[src/common/mcp_pkg.sv]
// Shared constants, types and carriers of the MFM codec data path
package mcp_pkg;

  // =====================================================================
  // Timing
  localparam int CLK_TENTH_NS = 500;
  localparam int CELL_TENTH_NS = 2066;
  localparam int TAP_NOM_NS = 12;
  localparam int TAP_LATE_NS = 24;
  localparam int BOOST_BITS = 58;
  localparam int BOOST_CYC = (BOOST_BITS * CELL_TENTH_NS) / CLK_TENTH_NS;
  localparam int BOOST_W = 8;

  // =====================================================================
  // Register map
  localparam int ADDR_W = 8;
  localparam logic [ADDR_W-1:0] ADDR_CTRL = 8'h00;
  localparam logic [ADDR_W-1:0] ADDR_STAT = 8'h04;
  localparam int CTRL_CLR_BIT = 0;
  localparam int CTRL_PCE_BIT = 1;
  localparam logic CTRL_PCE_RST = 1'b1;
  localparam int STAT_FAULT_BIT = 0;
  localparam int STAT_CAUSE_LSB = 1;
  localparam int STAT_WG_BIT = 5;
  localparam int STAT_RD_BIT = 6;
  localparam int STAT_BOOST_BIT = 7;
  localparam int STAT_PCE_BIT = 8;
  localparam logic [1:0] RESP_OKAY = 2'h0;
  localparam logic [1:0] RESP_SLVERR = 2'h2;

  // =====================================================================
  // Delay tap selection, one-hot
  localparam logic [2:0] SEL_EARLY = 3'h1;
  localparam logic [2:0] SEL_NOM = 3'h2;
  localparam logic [2:0] SEL_LATE = 3'h4;

  typedef enum logic [2:0] {
    RD_IDLE = 3'h1,
    RD_BOOST = 3'h2,
    RD_TRACK = 3'h4
  } mcp_rd_state_t;

  typedef struct packed {
    logic not_ready;
    logic read_on;
    logic unsafe;
    logic offtrack;
  } mcp_fault_t;

  // Pins from outside the core clock domain
  typedef struct packed {
    logic host_write_clock;
    logic nrz_wdata;
    logic write_gate_n;
    logic phase_locked_osc;
    logic tuned_oscillator;
    logic read_gate_n;
    logic read_pulse;
    logic drive_ready;
    logic unsafe;
    logic offtrack;
    logic shift_early_n;
    logic shift_late_n;
    logic tap_early;
    logic tap_nom;
    logic tap_late;
  } mcp_pins_t;

endpackage

[src/logic/mcp_codec.sv]
// MFM write encoder with precompensation, fault logic and read decoder
//
// Summary of operation
// RL1 - Cell period 206.6 ns sets timing
// RL2 - A one flips flux at mid-cell
// RL3 - Zero flips at cell end unless next one
// RL4 - Retime data and gate: host, then servo clock
// RL5 - Halve servo clock, two-phase shifts two registers
// RL6 - Encoder reads four-bit register A
// RL7 - Encoded stream leaves; three taps return
// RL8 - Exactly one tap gated to write output
// RL9 - All ones or zeros are constant frequency
// RL10 - 011 rising, 110 falling, overlaps included
// RL11 - Constant frequency selects nominal tap
// RL12 - Falling frequency selects early tap
// RL13 - Rising frequency selects late tap
// RL14 - Fault on not-ready, read, unsafe, offtrack
// RL15 - Idle read selects reference phase detector
// RL16 - Active read selects data phase detector
// RL17 - Halved oscillator gives two read phases
// RL18 - Boost low for 58 bits at read start
// RL19 - Controller sends sync field before data
// RL20 - Early/late requests shift read phase
// RL21 - Read pulses synchronized, decoded, delivered
// RL22 - Controller gates are active low
// RL23 - Controller sends data with write clock
// RL24 - Pulse in data half decodes one
// RL25 - Fault sticks, blocks writing until released; the code also clears it on a software clear while the gate is held
//
// The implementer's own choices: the placing of the registers and the AXI4-Lite interface to the registers.
`timescale 1ns/100ps
module mcp_codec
  import mcp_pkg::*;
(
  input wire logic core_clk_i,
  input wire logic arst_n_i,
  input wire logic host_write_clock_i,
  input wire logic nrz_wdata_i,
  input wire logic write_gate_n_i,
  input wire logic phase_locked_osc_i,
  input wire logic tuned_oscillator_i,
  input wire logic read_gate_n_i,
  input wire logic read_pulse_i,
  input wire logic drive_ready_i,
  input wire logic unsafe_i,
  input wire logic offtrack_i,
  input wire logic shift_early_n_i,
  input wire logic shift_late_n_i,
  input wire logic tap_early_i,
  input wire logic tap_nom_i,
  input wire logic tap_late_i,
  output logic mfm_o,
  output logic [2:0] tap_sel_o,
  output logic write_out_o,
  output logic write_select_o,
  output logic write_fault_o,
  output logic pd_data_sel_o,
  output logic pd_early_o,
  output logic pd_late_o,
  output logic boost_n_o,
  output logic read_clock_phase0_o,
  output logic read_clock_phase1_o,
  output logic read_nrz_o,
  output logic read_strobe_o,
  input wire logic [ADDR_W-1:0] s_axi_awaddr_i,
  input wire logic s_axi_awvalid_i,
  output logic s_axi_awready_o,
  input wire logic [31:0] s_axi_wdata_i,
  input wire logic [3:0] s_axi_wstrb_i,
  input wire logic s_axi_wvalid_i,
  output logic s_axi_wready_o,
  output logic [1:0] s_axi_bresp_o,
  output logic s_axi_bvalid_o,
  input wire logic s_axi_bready_i,
  input wire logic [ADDR_W-1:0] s_axi_araddr_i,
  input wire logic s_axi_arvalid_i,
  output logic s_axi_arready_o,
  output logic [31:0] s_axi_rdata_o,
  output logic [1:0] s_axi_rresp_o,
  output logic s_axi_rvalid_o,
  input wire logic s_axi_rready_i
);

  // =====================================================================
  // Functions
  // Tap choice for a mid-cell flux change, window prev/cur/next
  function automatic logic [2:0] classify(input logic [2:0] win);
    logic [2:0] sel;
    sel = SEL_NOM; // [RL9] [RL11]
    if (win == 3'h3)
    begin
      sel = SEL_LATE; // [RL10] [RL13]
    end
    else if (win == 3'h6)
    begin
      sel = SEL_EARLY; // [RL10] [RL12]
    end
    return sel;
  endfunction

  // =====================================================================
  // Input synchronizers
  mcp_pins_t pins_raw;
  mcp_pins_t sync1;
  mcp_pins_t sync2;
  mcp_pins_t sync_prev;

  assign pins_raw = '{host_write_clock: host_write_clock_i,
    nrz_wdata: nrz_wdata_i, write_gate_n: write_gate_n_i,
    phase_locked_osc: phase_locked_osc_i,
    tuned_oscillator: tuned_oscillator_i, read_gate_n: read_gate_n_i,
    read_pulse: read_pulse_i, drive_ready: drive_ready_i,
    unsafe: unsafe_i, offtrack: offtrack_i,
    shift_early_n: shift_early_n_i, shift_late_n: shift_late_n_i,
    tap_early: tap_early_i, tap_nom: tap_nom_i, tap_late: tap_late_i};

  always_ff @(posedge core_clk_i or negedge arst_n_i)
  begin
    if (!arst_n_i)
    begin
      sync1 <= '1;
      sync2 <= '1;
      sync_prev <= '1;
    end
    else
    begin
      sync1 <= pins_raw;
      sync2 <= sync1;
      sync_prev <= sync2;
    end
  end

  logic hwc_rise;
  logic servo_rise;
  logic osc_rise;
  logic pulse_rise;
  assign hwc_rise = sync2.host_write_clock & ~sync_prev.host_write_clock;
  assign servo_rise = sync2.phase_locked_osc & ~sync_prev.phase_locked_osc;
  assign osc_rise = sync2.tuned_oscillator & ~sync_prev.tuned_oscillator;
  assign pulse_rise = sync2.read_pulse & ~sync_prev.read_pulse;

  // =====================================================================
  // Write retiming and two-phase shift registers
  logic wd_host;
  logic wg_host;
  logic wd_retimed;
  logic wg_retimed;
  logic cell_phase;
  logic [3:0] sreg_a;
  logic [3:0] sreg_b;
  logic phase_a;
  logic phase_b;
  // Servo clock runs at half-cell rate, so halving it gives the cell
  assign phase_a = servo_rise & cell_phase;
  assign phase_b = servo_rise & ~cell_phase;

  always_ff @(posedge core_clk_i or negedge arst_n_i)
  begin
    if (!arst_n_i)
    begin
      wd_host <= 1'b0;
      wg_host <= 1'b0;
      wd_retimed <= 1'b0;
      wg_retimed <= 1'b0;
    end
    else
    begin
      if (hwc_rise)
      begin
        wd_host <= sync2.nrz_wdata; // [RL4]
        wg_host <= ~sync2.write_gate_n; // [RL4]
      end
      if (servo_rise)
      begin
        wd_retimed <= wd_host; // [RL4]
        wg_retimed <= wg_host; // [RL4]
      end
    end
  end

  always_ff @(posedge core_clk_i or negedge arst_n_i)
  begin
    if (!arst_n_i)
    begin
      cell_phase <= 1'b0;
      sreg_a <= 4'h0;
      sreg_b <= 4'h0;
    end
    else
    begin
      if (servo_rise)
      begin
        cell_phase <= ~cell_phase; // [RL1] [RL5]
      end
      if (phase_a)
      begin
        sreg_a <= {sreg_a[2:0], wd_retimed}; // [RL5] [RL6]
      end
      if (phase_b)
      begin
        sreg_b <= sreg_a; // [RL5]
      end
    end
  end

  // =====================================================================
  // Write fault, sticky until gate release or software clear
  mcp_fault_t cause;
  mcp_fault_t fault_cause;
  logic next_fault;
  logic clr_pulse;
  logic precomp_en;
  logic rd_active;
  logic emit;
  assign rd_active = ~sync2.read_gate_n;
  assign cause = '{not_ready: ~sync2.drive_ready, read_on: rd_active,
    unsafe: sync2.unsafe, offtrack: sync2.offtrack};

  always_comb
  begin
    next_fault = write_fault_o;
    if (!wg_retimed || clr_pulse)
    begin
      next_fault = 1'b0; // [RL25]
    end
    if (wg_retimed && (|cause))
    begin
      next_fault = 1'b1; // Set beats clear [RL14]
    end
  end
  assign emit = wg_retimed & ~next_fault; // [RL25]

  always_ff @(posedge core_clk_i or negedge arst_n_i)
  begin
    if (!arst_n_i)
    begin
      write_fault_o <= 1'b0;
      fault_cause <= '0;
      write_select_o <= 1'b0;
    end
    else
    begin
      write_fault_o <= next_fault;
      write_select_o <= emit; // [RL25]
      if (wg_retimed && (|cause))
      begin
        fault_cause <= cause; // [RL14]
      end
    end
  end

  // =====================================================================
  // MFM encoder and precompensation select
  logic tap_level;
  always_comb
  begin
    tap_level = sync2.tap_nom;
    if (tap_sel_o == SEL_EARLY)
    begin
      tap_level = sync2.tap_early;
    end
    else if (tap_sel_o == SEL_LATE)
    begin
      tap_level = sync2.tap_late;
    end
  end

  always_ff @(posedge core_clk_i or negedge arst_n_i)
  begin
    if (!arst_n_i)
    begin
      mfm_o <= 1'b0;
      tap_sel_o <= SEL_NOM;
      write_out_o <= 1'b0;
    end
    else
    begin
      if (emit && phase_b && sreg_a[1])
      begin
        mfm_o <= ~mfm_o; // [RL2] [RL7]
        // Window spans both registers: prev, cur from B, next from A
        if (precomp_en)
        begin
          tap_sel_o <= classify({sreg_b[1:0], sreg_a[0]}); // [RL8]
        end
        else
        begin
          tap_sel_o <= SEL_NOM;
        end
      end
      else if (emit && phase_a && (sreg_a[1:0] == 2'h0))
      begin
        mfm_o <= ~mfm_o; // [RL3] [RL7]
        tap_sel_o <= SEL_NOM; // [RL11]
      end
      // Taps only exist as returned copies; sampled, not re-timed to 12 ns
      write_out_o <= emit & tap_level; // [RL8]
    end
  end

  // =====================================================================
  // Read phase-locked loop control
  mcp_rd_state_t rd_state;
  logic [BOOST_W-1:0] rd_cnt;

  always_ff @(posedge core_clk_i or negedge arst_n_i)
  begin
    if (!arst_n_i)
    begin
      rd_state <= RD_IDLE;
      rd_cnt <= '0;
      boost_n_o <= 1'b1;
    end
    else
    begin
      case (rd_state)
        RD_IDLE:
        begin
          if (rd_active)
          begin
            rd_state <= RD_BOOST;
            rd_cnt <= '0;
            boost_n_o <= 1'b0; // [RL18]
          end
        end
        RD_BOOST:
        begin
          if (!rd_active)
          begin
            rd_state <= RD_IDLE;
            boost_n_o <= 1'b1;
          end
          else if (rd_cnt == BOOST_W'(BOOST_CYC - 1))
          begin
            rd_state <= RD_TRACK; // [RL1] [RL18]
            boost_n_o <= 1'b1;
          end
          else
          begin
            rd_cnt <= rd_cnt + 1'b1;
          end
        end
        RD_TRACK:
        begin
          if (!rd_active)
          begin
            rd_state <= RD_IDLE;
          end
        end
        default:
        begin
          rd_state <= RD_IDLE;
          boost_n_o <= 1'b1;
        end
      endcase
    end
  end

  always_ff @(posedge core_clk_i or negedge arst_n_i)
  begin
    if (!arst_n_i)
    begin
      pd_data_sel_o <= 1'b0;
      pd_early_o <= 1'b0;
      pd_late_o <= 1'b0;
    end
    else
    begin
      pd_data_sel_o <= rd_active; // [RL15] [RL16]
      // Early wins if the controller asks for both
      pd_early_o <= rd_active & ~sync2.shift_early_n; // [RL20]
      pd_late_o <= rd_active & sync2.shift_early_n
        & ~sync2.shift_late_n; // [RL20]
    end
  end

  // =====================================================================
  // Read clock phases and MFM decoder
  logic data_hit;
  always_ff @(posedge core_clk_i or negedge arst_n_i)
  begin
    if (!arst_n_i)
    begin
      read_clock_phase0_o <= 1'b1;
      read_clock_phase1_o <= 1'b0;
      data_hit <= 1'b0;
      read_nrz_o <= 1'b0;
      read_strobe_o <= 1'b0;
    end
    else
    begin
      read_strobe_o <= 1'b0;
      if (osc_rise)
      begin
        read_clock_phase0_o <= read_clock_phase1_o; // [RL17]
        read_clock_phase1_o <= ~read_clock_phase1_o; // [RL17]
      end
      if (osc_rise && read_clock_phase1_o)
      begin
        read_nrz_o <= rd_active & (data_hit | pulse_rise); // [RL21] [RL24]
        read_strobe_o <= rd_active; // [RL21]
        data_hit <= 1'b0;
      end
      else if (pulse_rise && read_clock_phase1_o)
      begin
        data_hit <= 1'b1; // [RL24]
      end
    end
  end

  // =====================================================================
  // AXI4-Lite slave
  logic aw_got;
  logic w_got;
  logic [ADDR_W-1:0] aw_addr;
  logic [31:0] w_data;
  logic [3:0] w_strb;
  logic hs_aw;
  logic hs_w;
  logic hs_ar;
  assign hs_aw = s_axi_awvalid_i & s_axi_awready_o;
  assign hs_w = s_axi_wvalid_i & s_axi_wready_o;
  assign hs_ar = s_axi_arvalid_i & s_axi_arready_o;

  always_ff @(posedge core_clk_i or negedge arst_n_i)
  begin
    if (!arst_n_i)
    begin
      aw_got <= 1'b0;
      w_got <= 1'b0;
      aw_addr <= '0;
      w_data <= '0;
      w_strb <= '0;
      s_axi_awready_o <= 1'b0;
      s_axi_wready_o <= 1'b0;
      s_axi_bvalid_o <= 1'b0;
      s_axi_bresp_o <= RESP_OKAY;
      precomp_en <= CTRL_PCE_RST;
      clr_pulse <= 1'b0;
    end
    else
    begin
      clr_pulse <= 1'b0;
      s_axi_awready_o <= ~(aw_got | hs_aw);
      s_axi_wready_o <= ~(w_got | hs_w);
      if (hs_aw)
      begin
        aw_got <= 1'b1;
        aw_addr <= s_axi_awaddr_i;
      end
      if (hs_w)
      begin
        w_got <= 1'b1;
        w_data <= s_axi_wdata_i;
        w_strb <= s_axi_wstrb_i;
      end
      if (s_axi_bvalid_o && s_axi_bready_i)
      begin
        s_axi_bvalid_o <= 1'b0;
      end
      if (aw_got && w_got && !s_axi_bvalid_o)
      begin
        aw_got <= 1'b0;
        w_got <= 1'b0;
        s_axi_bvalid_o <= 1'b1;
        s_axi_bresp_o <= RESP_OKAY;
        if (aw_addr == ADDR_CTRL)
        begin
          if (w_strb[0])
          begin
            precomp_en <= w_data[CTRL_PCE_BIT];
            clr_pulse <= w_data[CTRL_CLR_BIT];
          end
        end
        else if (aw_addr != ADDR_STAT)
        begin
          s_axi_bresp_o <= RESP_SLVERR;
        end
      end
    end
  end

  always_ff @(posedge core_clk_i or negedge arst_n_i)
  begin
    if (!arst_n_i)
    begin
      s_axi_arready_o <= 1'b0;
      s_axi_rvalid_o <= 1'b0;
      s_axi_rdata_o <= '0;
      s_axi_rresp_o <= RESP_OKAY;
    end
    else
    begin
      s_axi_arready_o <= ~(s_axi_rvalid_o | hs_ar);
      if (s_axi_rvalid_o && s_axi_rready_i)
      begin
        s_axi_rvalid_o <= 1'b0;
      end
      if (hs_ar)
      begin
        s_axi_rvalid_o <= 1'b1;
        s_axi_rdata_o <= '0;
        s_axi_rresp_o <= RESP_OKAY;
        if (s_axi_araddr_i == ADDR_CTRL)
        begin
          s_axi_rdata_o[CTRL_PCE_BIT] <= precomp_en;
        end
        else if (s_axi_araddr_i == ADDR_STAT)
        begin
          s_axi_rdata_o[STAT_FAULT_BIT] <= write_fault_o;
          s_axi_rdata_o[STAT_CAUSE_LSB +: 4] <= fault_cause;
          s_axi_rdata_o[STAT_WG_BIT] <= wg_retimed;
          s_axi_rdata_o[STAT_RD_BIT] <= rd_active;
          s_axi_rdata_o[STAT_BOOST_BIT] <= ~boost_n_o;
          s_axi_rdata_o[STAT_PCE_BIT] <= precomp_en;
        end
        else
        begin
          s_axi_rresp_o <= RESP_SLVERR;
        end
      end
    end
  end

  logic [BOOST_W:0] low_len;
  always_ff @(posedge core_clk_i or negedge arst_n_i)
  begin
    if (!arst_n_i)
    begin
      low_len <= '0;
    end
    else
    begin
      low_len <= boost_n_o ? '0 : low_len + 1'b1;
    end
  end
endmodule

[config.mk]
export PLATFORM = sky130hd
export DESIGN_NAME = mcp_codec
export DESIGN_NICKNAME = d
export VERILOG_FILES = /design/src/common/mcp_pkg.sv /design/src/logic/mcp_codec.sv
export SDC_FILE = /design/constraint.sdc
export NUM_CORES = 1
export LEC_CHECK = 0
export BUFFER_PORTS_ARGS = -buffer_cell sky130_fd_sc_hd__buf_4
export CAP_MARGIN = 15
export CORE_MARGIN = 5
export CORE_UTILIZATION = 50
export DETAILED_ROUTE_END_ITERATION = 10
export PLACE_DENSITY = 0.88
export SYNTH_ARGS = -nofsm -noshare
export SYNTH_HDL_FRONTEND = slang
export SYNTH_SLANG_ARGS = --single-unit
[constraint.sdc]
create_clock -name core_clk_i -period 2.5 [get_ports core_clk_i]
set_clock_uncertainty 0.15 [all_clocks]
set_input_delay 0 -clock core_clk_i [delete_from_list [all_inputs] [get_ports core_clk_i]]
set_output_delay 0 -clock core_clk_i [all_outputs]
set_load 0.05 [all_outputs]
==> impl_metrics.ini <==
[logic_synthesis]
synth_most_common_cell = dfrtp_1
synth_edf_count = 0
avgSynthCellArea_um2 = 12.7
yosys-top-cells-count = 66 x dfrtp_1, 39 x dfstp_2, 29 x nand2_1, 25 x buf_4, 23 x o21ai_0
yosys.area.top_type = dfrtp_1
yosys_warnings = 0
synthArstFlopShare_pct = 100
synth_top_area_share_pct = 41.0
synthTopCellsByArea = dfrtp_1 41%, dfstp_2 25%, buf_4 4.7%, mux2_2 4.5%, o21ai_0 2.9%
synth-seq-cells = 105
ys.flop_type = dfrtp_1
yosysSeqAreaShare_pct = 66.4
syn-cell-area_mm2 = 0.00403
syn-instance-count = 317
synth.distinct_cells = 46

[detailed_routing]
wl_mm = 7.91
drtAntennaViolNets = 0
vias_per_cell = 5.03
firstDrtPassIters = 4
drt-initial-drc-count = 81
vias = 2728
wire_per_inst_um = 14.6
drc = 0

[critical_path]
crit_fanout = 5
crit_path_frequent_cell = dlygate4sd3_1
cp_top_family = buffers and inverters
slowest_delay_ps = 590
cp.arrival_ps = 2490
crit_required_ps = 2650
cp_num_buf_inv = 3
cp-start-kind = input port
criticalPathCategory = input port to flop
crit_chain = dlygate4sd3_1, buf_4, or4_1, dlygate4sd3_1, nor3_1, and2_1, a22o_1
slowest_stage = dlygate4sd3_1
crit_path_end_kind = flop

[floorplan]
rows = 32
die_h_um = 99.8
ios = 130
initial_core_util_pct = 51.6
die_area_mm2 = 0.00995
fp.coreArea_mm2 = 0.00781
die-width_um = 99.8

[sta]
hold_viol = 0
rsz0062_at_grt = no
fin_setup_tns_ps = 0
setup_viol = 0
fmax_ghz = 0.429
max_slew_margin_pct = 56.2
holdWs_ps = 46.4
min_period_ps = 2330
fin_crit_sh_pct = 93.3
max_slew.worst_pin.slew_ps = 656
drv_slew = 0

[clock_tree]
clock_latency_ps = 360
numCtsBuffers = 9
cts.sinks = 105
htree_levels = 3
cts_setup_buffers = 0
cts_root_buf = clkbuf_8
cts_tree = done
clk_pin_slew_ps = 100
clock_path_buffers = 2

[power_and_ir_drop]
combinationalPowerShare_pct = 23.3
p_leak_nw = 2.44
power.internal_mw = 3.00
clkPwrFrac_pct = 25.8
ir_drop_v = 0.000622
swShare_pct = 32.4
seqPwrFrac_pct = 50.9
p_switching_mw = 1.44
power_density_mw_per_mm2 = 851

[final_layout]
fill_cells = 551
syn_to_final_growth_pct = 29.6
diodes = 0
design_area_mm2 = 0.00522
nets = 511
drive_gt1_share_pct = 34.3

[placed_design]
dpl_cell_area_mm2 = 0.00460
dp_hpwl_mm = 5.35
io_buffers = 71
gp_congestion = 0.804

[flow_run]
max_cap_viol_count = 0

[grt]
grt_pass1_vias = 2786
grt.total_usage_pct = 16.5
antenna_found_initial = 0
gr-total-overflow = 0
grt_max_degree = 54
grt_pass1_wl_mm = 12.9

[outcome]
run_status = complete, no violations

[hold_path]
hold_class = input port to asynchronous set/reset pin
## cell families after synthesis
| family | count (synthesis) | share of synthesized area (%) |
|---|---|---|
| simple gates | 86 | 11.3 |
| mux | 18 | 5.09 |
| fa+ha+maj | 2 | 0.621 |
| compound gates | 54 | 8.48 |
| flops | 105 | 66.4 |
| other cells | 1 | 0.0931 |
| buf+inv | 44 | 6.46 |
| xor+xnor | 7 | 1.52 |
## final timing paths
check / startpoint / end / slack, ps / depth (start not counted)
setup / recovery: s_axi_araddr_i[4] / s_axi_rdata_o[8] / 170 / 7
hold / removal: arst_n_i / aw_addr[4] / 50 / 2
setup reg to reg: sync2[7] / tap_sel_o[1] / 420 / 4
hold reg to reg: sync1[9] / sync2[9] / 210 / 0
max in group asynchronous: arst_n_i / precomp_en / 1390 / 3
min in group core_clk_i: tuned_oscillator_i / sync1[10] / 130 / 2
## cell usage in the layout, fill, tap and decap left out, drive strengths merged, types with 7 or more instances in the layout
| cell | count |
|---|---|
| nand2 | 29 |
| a22o | 8 |
| o21ai | 23 |
| clkbuf | 11 |
| a21oi | 9 |
| nand3 | 7 |
| dfstp | 39 |
| buf | 74 |
| dfrtp | 66 |
| conb | 25 |
| inv | 17 |
| mux2 | 17 |
| dlygate4sd3 | 38 |
| nor2 | 16 |
## state kept, by name, summed over array words and instances (netlist names), 2 cells and up
name,flops
rd_state,3
cause,2
sync1,15
tap_sel_o,3
sync2,13
sreg_a,2
s_axi_rdata_o,9
sync_prev,4
w_data,2
aw_addr,8
sreg_b,2
fault_cause,4
rd_cnt,8
## layout make-up
class / count / area, um^2 / area share [%]
Clock buffer: 11 / 163 / 3.12
Clock inverter: 5 / 68.8 / 1.32
Inverter: 15 / 56.3 / 1.08
Timing Repair Buffer: 112 / 946 / 18.1
Sequential cell: 105 / 2680 / 51.3
Multi-Input combinational cell: 192 / 1180 / 22.7
Tap cell: 102 / 128 / 2.44
## power by group through the flow
stage          Clock [mW]  Sequential, mW  Combinational, mW
3_3_place_gp            0            2.26              0.940
4_1_cts              1.17            2.26               1.04
6_report             1.15            2.26               1.04
5_1_grt              1.24            2.30               1.12
2_1_floorplan           0            2.47              0.484
3_5_place_dp            0            2.28              0.976
## repair_timing
item | CTS | global route
endpoints found under the hold margin | 95 | 0
gates resized for setup | 0 | 0
hold buffers | 38 | 0
endpoints found under the setup margin | 0 | 0
## per-layer routing
layer  vias up  global-route usage, %  wire length, um
met5         -                      0                0
met4         0                   6.72              141
met3        15                   4.70              635
met2       111                   27.7             3970
met1      1319                   20.1             3160
li1       1283                      -                -
## through the flow
step | worst slack, ps | std cells | total power [mW] | util (%)
floorplan | 480 | 341 | 2.95 | -
global placement | 440 | 487 | 3.20 | 59.0
detailed placement | 108 | 487 | 3.26 | 59.0
CTS | 103 | 541 | 4.46 | 66.8
global route | 36.7 | 542 | 4.66 | 66.9
finish | 167 | 542 | 4.44 | 66.9
## worst register-to-register path, stage by stage, from the launching register on
cell,delay (ps)
dfstp_2,580
nand2b_4,60
a2111o_1,460
or3_4,450
mux2_4,300
(Power assumes the default switching activity.)
